==> config.mk <==
export PLATFORM = sky130hd
export DESIGN_NAME = evc_top
export DESIGN_NICKNAME = d
export VERILOG_FILES = /design/src/core/evc_top.v /design/src/core/evc_sync.v /design/src/core/evc_chan.v
export VERILOG_INCLUDE_DIRS = /design/src /design/src/core
export SDC_FILE = /design/constraint.sdc
export NUM_CORES = 1
export LEC_CHECK = 0
export ABC_AREA = 0
export BUFFER_PORTS_ARGS = -buffer_cell sky130_fd_sc_hd__buf_2
export CORE_MARGIN = 8
export CORE_UTILIZATION = 31
export CTS_BUF_LIST = sky130_fd_sc_hd__clkbuf_16
export DETAILED_ROUTE_END_ITERATION = 12
export PLACE_DENSITY = 0.43
export RECOVER_POWER = 50
export SLEW_MARGIN = 20
export SYNTH_ARGS = -nofsm -noshare
export SYNTH_HDL_FRONTEND = slang
export SYNTH_SLANG_ARGS = --single-unit
==> constraint.sdc <==
create_clock -name pclk -period 3.5 [get_ports pclk]
set_input_delay 0.175 -clock pclk [delete_from_list [all_inputs] [get_ports pclk]]
set_output_delay 0.175 -clock pclk [all_outputs]
set_load 0.02 [all_outputs]
==> src/core/evc_consts.vh <==
`ifndef EVC_CONSTS_VH
`define EVC_CONSTS_VH

// ==========================================================
// Geometry
`define EVC_NUM_CTR 10
`define EVC_GRP_SIZE 5
`define EVC_PIN_W 20

// ==========================================================
// Register offsets inside one counter slot (word index)
`define EVC_SLOT_BYTES 16
`define EVC_REG_CONFIG 2'h0
`define EVC_REG_CONTROL 2'h1
`define EVC_REG_COUNT 2'h2

// ==========================================================
// Config word fields
`define EVC_CFG_EDGE 0
`define EVC_CFG_GATE_LO 1
`define EVC_CFG_GATE_HI 4
`define EVC_CFG_SHAPE 5
`define EVC_CFG_INV 6
`define EVC_CFG_RST 7'h00

// Control word fields
`define EVC_CTL_TB_LO 0
`define EVC_CTL_TB_HI 3
`define EVC_CTL_CONT 4
`define EVC_CTL_START 5
`define EVC_CTL_RST 5'h00

// Count word fields
`define EVC_CNT_OVF 16
`define EVC_CNT_RUN 17

// ==========================================================
// Gating select codes
`define EVC_GATE_NONE 4'h0
`define EVC_GATE_HIGH 4'h1
`define EVC_GATE_LOW 4'h2
`define EVC_GATE_RISE 4'h3
`define EVC_GATE_FALL 4'h4
`define EVC_GATE_TC_LOWER 4'ha
`define EVC_GATE_GT_HIGHER 4'hb
`define EVC_GATE_GT_LOWER 4'hc
`define EVC_GATE_SPECIAL 4'hd

// ==========================================================
// Timing: clock and internal timebase periods in ns
`define EVC_CLK_NS 50
`define EVC_TB1_NS 1000
`define EVC_TB2_NS 10000
`define EVC_TB3_NS 100000
`define EVC_TB4_NS 1000000
`define EVC_TB5_NS 10000000
`define EVC_HALF(p) (((p) / `EVC_CLK_NS) / 2)

`endif

==> src/core/evc_top.v <==
// The APB register port and the register offsets are this design's own decisions.
`timescale 1ns/10ps
`include "evc_consts.vh"

// Function
// - Edge select picks rising or falling edges
// - Gating 0..4: none, high, low, edge-start
// - Gating 10..12: neighbour terminal count or gates
// - Shape select: toggle or pulse at terminal count
// - Pulse shape: invert chooses pulse level
// - Toggle shape: invert chooses first toggle direction
// - All selects reset to zero
// - Stored config applied when counter is started
// - Timebase 0 counts lower counter's terminal count
// - Timebases 1..5 are internal divided clocks
// - Timebases 6..10 pick group source pins
// - Timebases 11..15 pick group gate pins
// - Chaining stays inside each group of five
// - Stop mode halts at wrap, flags overflow
// - Continue mode wraps freely, no overflow
// - Start clears count, counts up, applies settings
// - Count readback never disturbs counting

module evc_top #(
    parameter TB4_HALF = `EVC_HALF(`EVC_TB4_NS),
    parameter TB5_HALF = `EVC_HALF(`EVC_TB5_NS)
) (
    // Clock and reset
    input wire pclk,
    input wire presetn,
    // APB slave
    input wire psel,
    input wire penable,
    input wire pwrite,
    input wire [7:0] paddr,
    input wire [31:0] pwdata,
    output reg [31:0] prdata,
    output reg pready,
    output reg pslverr,
    // Counter pins
    input wire [9:0] source_in,
    input wire [9:0] gate_in,
    output wire [9:0] counter_out
);

// ==========================================================
// Declarations
// Fast timebases are fixed; the slow two are parameters so a bench can shorten them
localparam [16:0] TB1_HALF = 17'd10;
localparam [16:0] TB2_HALF = 17'd100;
localparam [16:0] TB3_HALF = 17'd1000;

// Stored settings and start strobes, one entry per counter
reg [6:0] cfg_ff [0:9];
reg [4:0] ctl_ff [0:9];
reg [9:0] start_ff;
reg [16:0] div_ff [0:4];
reg [4:0] tb_lvl_ff;
// Next bus answer, worked out combinationally
reg [31:0] nxt_prdata;
reg nxt_pslverr;
// Synchronised pins, gate in the upper half
wire [19:0] pin_sync;
wire [9:0] src_s;
wire [9:0] gate_s;
// Live count state sits in each channel; the top only routes it
wire [159:0] count_flat;
wire [9:0] ovf_w;
wire [9:0] run_w;
wire [9:0] tc_w;
wire [39:0] tb_flat;
wire [39:0] gsel_flat;
// Bus decode
wire [3:0] slot;
wire [1:0] word;
wire slot_ok;
wire acc;
wire commit;
// Loop indices, one per process
integer k;
integer j;

// ==========================================================
// Helper functions

// Gating codes the counters understand
function gate_valid;
    input [3:0] code;
    begin
        case (code)
            `EVC_GATE_NONE, `EVC_GATE_HIGH, `EVC_GATE_LOW,
            `EVC_GATE_RISE, `EVC_GATE_FALL, `EVC_GATE_TC_LOWER,
            `EVC_GATE_GT_HIGHER, `EVC_GATE_GT_LOWER,
            `EVC_GATE_SPECIAL: gate_valid = 1'b1;
            default: gate_valid = 1'b0;
        endcase
    end
endfunction

// Position of a counter inside its group
function [2:0] grp_pos;
    input integer idx;
    integer rel;
    begin
        rel = (idx < `EVC_GRP_SIZE) ? idx : idx - `EVC_GRP_SIZE;
        grp_pos = rel[2:0];
    end
endfunction

// Count source by timebase code, never leaving the counter's group
// A missing lower neighbour reads as a steady low, so nothing counts there
function cnt_pick;
    input [3:0] tb;
    input integer idx;
    input [9:0] src;
    input [9:0] gat;
    input [9:0] tcv;
    input [4:0] tbw;
    integer base;
    begin
        base = (idx < `EVC_GRP_SIZE) ? 0 : `EVC_GRP_SIZE;
        case (tb)
            4'h0: cnt_pick = (grp_pos(idx) == 3'd0) ? 1'b0 : tcv[idx - 1];
            4'h1: cnt_pick = tbw[0];
            4'h2: cnt_pick = tbw[1];
            4'h3: cnt_pick = tbw[2];
            4'h4: cnt_pick = tbw[3];
            4'h5: cnt_pick = tbw[4];
            4'h6: cnt_pick = src[base];
            4'h7: cnt_pick = src[base + 1];
            4'h8: cnt_pick = src[base + 2];
            4'h9: cnt_pick = src[base + 3];
            4'ha: cnt_pick = src[base + 4];
            4'hb: cnt_pick = gat[base];
            4'hc: cnt_pick = gat[base + 1];
            4'hd: cnt_pick = gat[base + 2];
            4'he: cnt_pick = gat[base + 3];
            4'hf: cnt_pick = gat[base + 4];
            default: cnt_pick = 1'b0;
        endcase
    end
endfunction

// Gate source by gating code, neighbours taken inside the group only
function gate_pick;
    input [3:0] gm;
    input integer idx;
    input [9:0] gat;
    input [9:0] tcv;
    begin
        case (gm)
            `EVC_GATE_TC_LOWER:
                gate_pick = (grp_pos(idx) == 3'd0) ? 1'b0 : tcv[idx - 1];
            `EVC_GATE_GT_HIGHER:
                gate_pick = (grp_pos(idx) == 3'd4) ? 1'b0 : gat[idx + 1];
            `EVC_GATE_GT_LOWER:
                gate_pick = (grp_pos(idx) == 3'd0) ? 1'b0 : gat[idx - 1];
            default: gate_pick = gat[idx];
        endcase
    end
endfunction

// Half period of each internal timebase in clock cycles
function [16:0] tb_half;
    input integer n;
    begin
        case (n)
            0: tb_half = TB1_HALF;
            1: tb_half = TB2_HALF;
            2: tb_half = TB3_HALF;
            3: tb_half = TB4_HALF[16:0];
            default: tb_half = TB5_HALF[16:0];
        endcase
    end
endfunction

// ==========================================================
// Pin synchronisers

// Pins pass two flops before any counter logic reads them
evc_sync u_sync (
    .clk(pclk),
    .rst_n(presetn),
    .pin_in({gate_in, source_in}),
    .pin_sync_ff(pin_sync)
);

assign src_s = pin_sync[9:0];
assign gate_s = pin_sync[19:10];

// ==========================================================
// Internal timebases

// Square waves, so every counter sees one rising edge per period
// Dividers are shared and free-running, so the first tick after a start may come early
always @(posedge pclk or negedge presetn) begin
    if (!presetn) begin
        for (k = 0; k < 5; k = k + 1) begin
            div_ff[k] <= 17'h0_0000;
        end
        tb_lvl_ff <= 5'h00;
    end else begin
        for (k = 0; k < 5; k = k + 1) begin
            if (div_ff[k] >= tb_half(k) - 17'h0_0001) begin
                div_ff[k] <= 17'h0_0000;
                tb_lvl_ff[k] <= ~tb_lvl_ff[k];
            end else begin
                div_ff[k] <= div_ff[k] + 17'h0_0001;
            end
        end
    end
end

// ==========================================================
// APB decode

// One 16-byte slot per counter; slots 10..15 and the fourth word are holes
assign slot = paddr[7:4];
assign word = paddr[3:2];
assign slot_ok = (slot < 4'd10) & (word != 2'h3);
assign acc = psel & penable;
assign commit = acc & pready;

// Read data and error for the access in progress
always @* begin
    nxt_prdata = 32'h0000_0000;
    nxt_pslverr = 1'b0;
    if (!slot_ok) begin
        nxt_pslverr = 1'b1;
    end else begin
        case (word)
            `EVC_REG_CONFIG: begin
                nxt_prdata = {25'h000_0000, cfg_ff[slot]};
                // Unknown gating code is turned away with an error
                if (pwrite && !gate_valid(pwdata[`EVC_CFG_GATE_HI:`EVC_CFG_GATE_LO])) begin
                    nxt_pslverr = 1'b1;
                end
            end
            `EVC_REG_CONTROL: begin
                // Start bit is never stored, so it reads back as zero
                nxt_prdata = {27'h000_0000, ctl_ff[slot]};
            end
            `EVC_REG_COUNT: begin
                // Plain snapshot of live state; nothing is paused or cleared
                nxt_prdata = {14'h0000, run_w[slot], ovf_w[slot],
                              count_flat[slot * 16 +: 16]};
            end
            default: begin
                nxt_pslverr = 1'b1;
            end
        endcase
    end
end

// One wait state: pready rises in the second access cycle
// Read data moves only on reads, so it holds until the next read
always @(posedge pclk or negedge presetn) begin
    if (!presetn) begin
        prdata <= 32'h0000_0000;
        pready <= 1'b0;
        pslverr <= 1'b0;
    end else begin
        pready <= acc & ~pready;
        if (acc & ~pready) begin
            pslverr <= nxt_pslverr;
            if (!pwrite) begin
                prdata <= nxt_prdata;
            end
        end else begin
            pslverr <= 1'b0;
        end
    end
end

// ==========================================================
// Configuration and control store

// Writes land only at the completing edge, and only if not refused
always @(posedge pclk or negedge presetn) begin
    if (!presetn) begin
        for (j = 0; j < `EVC_NUM_CTR; j = j + 1) begin
            cfg_ff[j] <= `EVC_CFG_RST;
            ctl_ff[j] <= `EVC_CTL_RST;
        end
        start_ff <= 10'h000;
    end else begin
        start_ff <= 10'h000;
        // Refused and unmapped writes leave the store untouched
        if (commit && pwrite && !pslverr) begin
            case (word)
                `EVC_REG_CONFIG: begin
                    cfg_ff[slot] <= pwdata[6:0];
                end
                `EVC_REG_CONTROL: begin
                    ctl_ff[slot] <= pwdata[4:0];
                    // Start is a one-cycle strobe and is never stored
                    start_ff[slot] <= pwdata[`EVC_CTL_START];
                end
                `EVC_REG_COUNT: begin
                    // Count word is read-only; a write is dropped without an error
                end
                default: begin
                end
            endcase
        end
    end
end

// ==========================================================
// Counter channels

genvar i;
generate
    for (i = 0; i < `EVC_NUM_CTR; i = i + 1) begin : g_chan
        wire cnt_lvl;
        wire gate_lvl;

        // Sources follow the latched selects, so a running count is stable
        assign cnt_lvl = cnt_pick(tb_flat[i * 4 +: 4], i, src_s, gate_s, tc_w, tb_lvl_ff);
        assign gate_lvl = gate_pick(gsel_flat[i * 4 +: 4], i, gate_s, tc_w);

        // Each counter latches its own settings at start
        evc_chan u_chan (
            .clk(pclk),
            .rst_n(presetn),
            .start(start_ff[i]),
            .cfg(cfg_ff[i]),
            .ctl(ctl_ff[i]),
            .cnt_lvl(cnt_lvl),
            .gate_lvl(gate_lvl),
            .count_ff(count_flat[i * 16 +: 16]),
            .ovf_ff(ovf_w[i]),
            .run_ff(run_w[i]),
            .tc_ff(tc_w[i]),
            .out_ff(counter_out[i]),
            .act_tb_ff(tb_flat[i * 4 +: 4]),
            .act_gate_ff(gsel_flat[i * 4 +: 4])
        );
    end
endgenerate

endmodule

==> src/core/evc_sync.v <==
`timescale 1ns/10ps

// ==========================================================
// Two-stage synchroniser for the source and gate pins
module evc_sync (
    // Clock and reset
    input wire clk,
    input wire rst_n,
    // Asynchronous pins
    input wire [19:0] pin_in,
    // Synchronised levels
    output reg [19:0] pin_sync_ff
);

reg [19:0] meta_ff;

// First stage feeds only the second stage
always @(posedge clk or negedge rst_n) begin
    if (!rst_n) begin
        meta_ff <= 20'h0_0000;
        pin_sync_ff <= 20'h0_0000;
    end else begin
        meta_ff <= pin_in;
        pin_sync_ff <= meta_ff;
    end
end

endmodule

==> src/core/evc_chan.v <==
`timescale 1ns/10ps
`include "evc_consts.vh"

// ==========================================================
// One 16-bit up-counter with gating and output shaping
module evc_chan (
    // Clock and reset
    input wire clk,
    input wire rst_n,
    // Start strobe and stored settings
    input wire start,
    input wire [6:0] cfg,
    input wire [4:0] ctl,
    // Selected count and gate levels
    input wire cnt_lvl,
    input wire gate_lvl,
    // State
    output reg [15:0] count_ff,
    output reg ovf_ff,
    output reg run_ff,
    output reg tc_ff,
    output reg out_ff,
    output reg [3:0] act_tb_ff,
    output reg [3:0] act_gate_ff
);

reg act_edge_ff;
reg act_shape_ff;
reg act_inv_ff;
reg act_cont_ff;
reg cnt_prev_ff;
reg gate_prev_ff;
reg armed_ff;
reg tog_ff;
reg gate_ok;
wire cnt_edge;
wire step;
wire wrap;
wire nxt_tc;
wire nxt_tog;

// Edge of the chosen count input
assign cnt_edge = act_edge_ff ? (cnt_prev_ff & ~cnt_lvl) : (~cnt_prev_ff & cnt_lvl);

// Gate interpretation; special mode counts ungated for now
always @* begin
    gate_ok = 1'b1;
    case (act_gate_ff)
        `EVC_GATE_NONE: gate_ok = 1'b1;
        `EVC_GATE_HIGH: gate_ok = gate_lvl;
        `EVC_GATE_LOW: gate_ok = ~gate_lvl;
        `EVC_GATE_RISE: gate_ok = armed_ff;
        `EVC_GATE_FALL: gate_ok = armed_ff;
        `EVC_GATE_TC_LOWER: gate_ok = gate_lvl;
        `EVC_GATE_GT_HIGHER: gate_ok = gate_lvl;
        `EVC_GATE_GT_LOWER: gate_ok = gate_lvl;
        `EVC_GATE_SPECIAL: gate_ok = 1'b1;
        default: gate_ok = 1'b1;
    endcase
end

assign step = run_ff & gate_ok & cnt_edge;
assign wrap = step & (count_ff == 16'hffff);
assign nxt_tc = wrap & ~start;
assign nxt_tog = start ? 1'b0 : (tog_ff ^ wrap);

// Settings are latched at start, so later config writes wait for the next start
always @(posedge clk or negedge rst_n) begin
    if (!rst_n) begin
        act_edge_ff <= 1'b0;
        act_gate_ff <= 4'h0;
        act_shape_ff <= 1'b0;
        act_inv_ff <= 1'b0;
        act_tb_ff <= 4'h0;
        act_cont_ff <= 1'b0;
    end else if (start) begin
        act_edge_ff <= cfg[`EVC_CFG_EDGE];
        act_gate_ff <= cfg[`EVC_CFG_GATE_HI:`EVC_CFG_GATE_LO];
        act_shape_ff <= cfg[`EVC_CFG_SHAPE];
        act_inv_ff <= cfg[`EVC_CFG_INV];
        act_tb_ff <= ctl[`EVC_CTL_TB_HI:`EVC_CTL_TB_LO];
        act_cont_ff <= ctl[`EVC_CTL_CONT];
    end
end

// Count, rollover and overflow; a wrap beside a start still flags
always @(posedge clk or negedge rst_n) begin
    if (!rst_n) begin
        count_ff <= 16'h0000;
        run_ff <= 1'b0;
        ovf_ff <= 1'b0;
        armed_ff <= 1'b0;
        cnt_prev_ff <= 1'b0;
        gate_prev_ff <= 1'b0;
        tc_ff <= 1'b0;
        tog_ff <= 1'b0;
        out_ff <= 1'b0;
    end else begin
        cnt_prev_ff <= cnt_lvl;
        gate_prev_ff <= gate_lvl;
        tc_ff <= nxt_tc;
        tog_ff <= nxt_tog;
        ovf_ff <= (wrap & ~act_cont_ff) | (ovf_ff & ~start);
        if (start) begin
            count_ff <= 16'h0000;
            run_ff <= 1'b1;
            armed_ff <= 1'b0;
        end else begin
            if (step) begin
                count_ff <= count_ff + 16'h0001;
            end
            if (wrap & ~act_cont_ff) begin
                run_ff <= 1'b0;
            end
            if ((act_gate_ff == `EVC_GATE_RISE) & ~gate_prev_ff & gate_lvl) begin
                armed_ff <= 1'b1;
            end
            if ((act_gate_ff == `EVC_GATE_FALL) & gate_prev_ff & ~gate_lvl) begin
                armed_ff <= 1'b1;
            end
        end
        // Toggle starts low before the invert, so invert picks the first direction
        if (act_shape_ff) begin
            out_ff <= nxt_tc ^ act_inv_ff;
        end else begin
            out_ff <= nxt_tog ^ act_inv_ff;
        end
    end
end

endmodule

==> flow_summary.json <==
{
  "outcome": "finished with violations",
  "violations": "max-capacitance violations, max-slew violations",
  "h-tree-depth": 3,
  "slew_headroom": -0.811,
  "hold_path.class": "in -> reg",
  "cts_buffer_depth": 3,
  "grt_pass1_vias": 21500,
  "syn2layout_area_growth_pct": 16.2,
  "root_buffer": "clkbuf_16",
  "rr_worst_depth": 8,
  "r2r_start": "tb_lvl_ff[3]$_DFFE_PN0N_",
  "ios": 109,
  "grt_max_degree": 87,
  "dr.pass1.iters": 5,
  "cts_sinks": 638,
  "critPathKind": "reg -> reg",
  "period_needed_ns": 3.32,
  "synth_edf_count": 0,
  "finClkSkew_ns": 0.0344,
  "r2r-end": "g_chan[8].u_chan.tog_ff$_DFF_PN0_",
  "via_per_inst": 5.14,
  "initial_core_util": 0.312,
  "vias": 20800,
  "grtUsageTotal": 0.162,
  "synth_top_area_cell": "dfrtp_1",
  "cts_resized": 0,
  "antenna_found_initial": 4,
  "fmax_mhz": 301,
  "yosysTopAreaCellShare": 0.523,
  "ys_ff_latch": 638,
  "yosysUniqueCellTypes": 76,
  "num-nets-final": 2787,
  "fin_tns_setup_ns": 0,
  "synth_area_leaders": "dfrtp_1 52%, mux2_2 9.0%, mux4_2 7.2%",
  "grt_overflow": 0,
  "post_cts_buffers": 0,
  "grt_first_pass_wirelength_um": 136000,
  "layout_commonest_cell": "dfrtp_1",
  "setup_violations": 0,
  "syn_inst": 2551,
  "first_iter_violations": 1313,
  "holdPathEnd": "pslverr$_DFF_PN0_",
  "grt_setup_unrepaired": "no",
  "min_path_cells": 5,
  "cp-start-kind": "flip-flop",
  "port_buffers": 67,
  "finalHoldViolations": 0,
  "wl_per_cell_um": 21.7,
  "holdCritStartpoint": "paddr[3]",
  "clk_pin_slew_worst_paths_ns": 0.06,
  "slowest_stage": "or4_4",
  "final_util": 0.362,
  "dieHeight_um": 330,
  "clock_latency_ns": 0.65,
  "die_w_um": 330,
  "arrival_ns": 3.79,
  "power.leakage_nw": 16.0,
  "fin_crit_sh": 0.948,
  "crit_required_ns": 3.97,
  "crit_fanout": 13,
  "worstMarginPinSlew_ns": 2.72,
  "cts_made_buffers": 77,
  "ys.flop_type": "dfrtp_1",
  "layout_common_cells": "637 x dfrtp_1, 261 x nor2_1, 244 x mux2_2",
  "routabilityCongestion": 0.816,
  "ir_worst_vdd_uv": 374,
  "cts_tree": "built",
  "hpwlAfterDp_um": 63400,
  "maxCapViolCount": 3,
  "fill_cells": 9536,
  "mappedNetlistArea_sq_mm": 0.0305,
  "drc_errors": 0,
  "end_kind": "flip-flop",
  "yosysSeqAreaShare": 0.523,
  "slowest_delay_ns": 0.57,
  "drive_gt1_frac": 0.227,
  "ys_warn_count": 0,
  "path_cells": "mux4_1 -> mux4_2 -> mux2i_1 -> or4_4 -> buf_4 -> or2_2 -> xor2_1 -> nor2_1",
  "async_flop_share": 1.00,
  "r2r_slack_ns": 0.18,
  "die_area_sq_mm": 0.109,
  "crit_start": "tb_lvl_ff[3]$_DFFE_PN0N_",
  "core_area_sq_mm": 0.0980,
  "ctsHoldBuffers": 25,
  "p_per_area_mw_per_mm2": 455,
  "syn_area_per_cell_sq_um": 12.0,
  "ant_nets": 0,
  "routed_wl_um": 88000,
  "slew_viol_final": 154,
  "rows": 115
}
[synth_stat cells, types with 4 or more instances]
cell type,instances
nor3b_1,12
a222oi_1,5
nand3b_1,13
and3_1,57
a21boi_0,4
a41oi_1,4
a22o_1,25
o21ai_0,94
and2_1,33
or3b_2,4
mux2i_1,61
buf_4,24
xor2_1,128
mux2_2,244
nor2_1,262
nor2b_1,23
buf_2,15
or2_2,9
o22ai_1,10
mux4_2,97
o31ai_1,8
a21o_1,6
or3_1,35
a31oi_1,6
a21oi_1,55
mux4_1,8
inv_1,45
nor4_1,12
a22oi_1,29
and4_1,20
buf_1,12
dfrtp_1,638
or4_1,9
nand4_1,45
or4b_2,5
nand2b_1,26
xnor2_1,58
nand2_1,99
nand4b_1,8
nand3_1,97
clkbuf_1,105
ha_1,20
nor3_1,29
[through the flow]
stage               instances  setup WS (ns)  power [mW]  hold slack [ns]  cell area (sq um)
CTS                      4048          0.172        16.5            0.110              35500
global placement         3885          0.223        8.30            0.285              32800
detailed placement       3885          0.235        8.31            0.286              32800
global route             4048        0.00891        16.8            0.141              35500
floorplan                2597          0.563        7.93           -0.121              30700
finish                   4050          0.181        16.2            0.143              35500
[where the power goes]
group          internal (mW)  switching, mW
sequential              7.46         0.0816
clock                   4.67           3.31
combinational          0.240          0.404
total                   12.4           3.80
[cell type report]
type,count,area (sq um),area share
flip-flops and latches,638,16000,0.450
multi-input cells,1758,13900,0.392
clock buffers,78,1950,0.0550
well taps,1287,1610,0.0454
repair buffers,182,1320,0.0373
clock inverters,60,562,0.0158
inverters,45,169,0.00476
diodes,2,5.00,0.000141
[worst max path at each step]
stage                                                      endpoint  slack (ns)  cells past startpoint
final                             g_chan[8].u_chan.tog_ff$_DFF_PN0_        0.18                      8
after global routing      g_chan[0].u_chan.count_ff[11]$_DFFE_PN0P_       0.009                      9
after CTS                         g_chan[8].u_chan.tog_ff$_DFF_PN0_        0.17                      8
after detailed placement   g_chan[0].u_chan.count_ff[9]$_DFFE_PN0P_        0.24                      9
after global placement            g_chan[8].u_chan.tog_ff$_DFF_PN0_        0.22                      8
after floorplan                   g_chan[8].u_chan.out_ff$_DFF_PN0_        0.56                      8
[sequential cells by signal (all words and copies together), names as in the netlist, 18 cells and up]
name	cells
g_chan.u_chan.count_ff	160
g_chan.u_chan.act_tb_ff	40
cfg_ff	70
u_sync.pin_sync_ff	20
prdata	18
div_ff	85
g_chan.u_chan.act_gate_ff	40
ctl_ff	50
u_sync.meta_ff	20
[logic make-up after synthesis]
family	Yosys count	share of synthesized area
AND/OR/NAND/NOR	810	0.137
flip-flops	638	0.523
multiplexers	411	0.189
AO/OA/AOI/OAI	284	0.0610
buffers and inverters	201	0.0283
XOR/XNOR	186	0.0534
adder cells (fa/ha/maj)	20	0.00820
other	1	0.000123
[routing by layer]
layer / global-route usage / up-vias / routed length [um] / part of all wire
met5: 0 / - / 0 / 0
met4: 0.0464 / 0 / 2180 / 0.025
met3: 0.0263 / 120 / 3940 / 0.045
met2: 0.263 / 452 / 41500 / 0.47
met1: 0.224 / 10800 / 40400 / 0.46
li1: - / 9461 / - / -
[worst max-delay path, delay by kind of cell, from the launching register on]
| kind | cells | cell delay [ns] |
|---|---|---|
| buffers and inverters | 1 | 0.20 |
| XOR/XNOR | 1 | 0.16 |
| flip-flops | 1 | 0.53 |
| AND/OR/NAND/NOR | 3 | 0.96 |
| multiplexers | 3 | 1.29 |
Power figures use the tool's default switching activity.
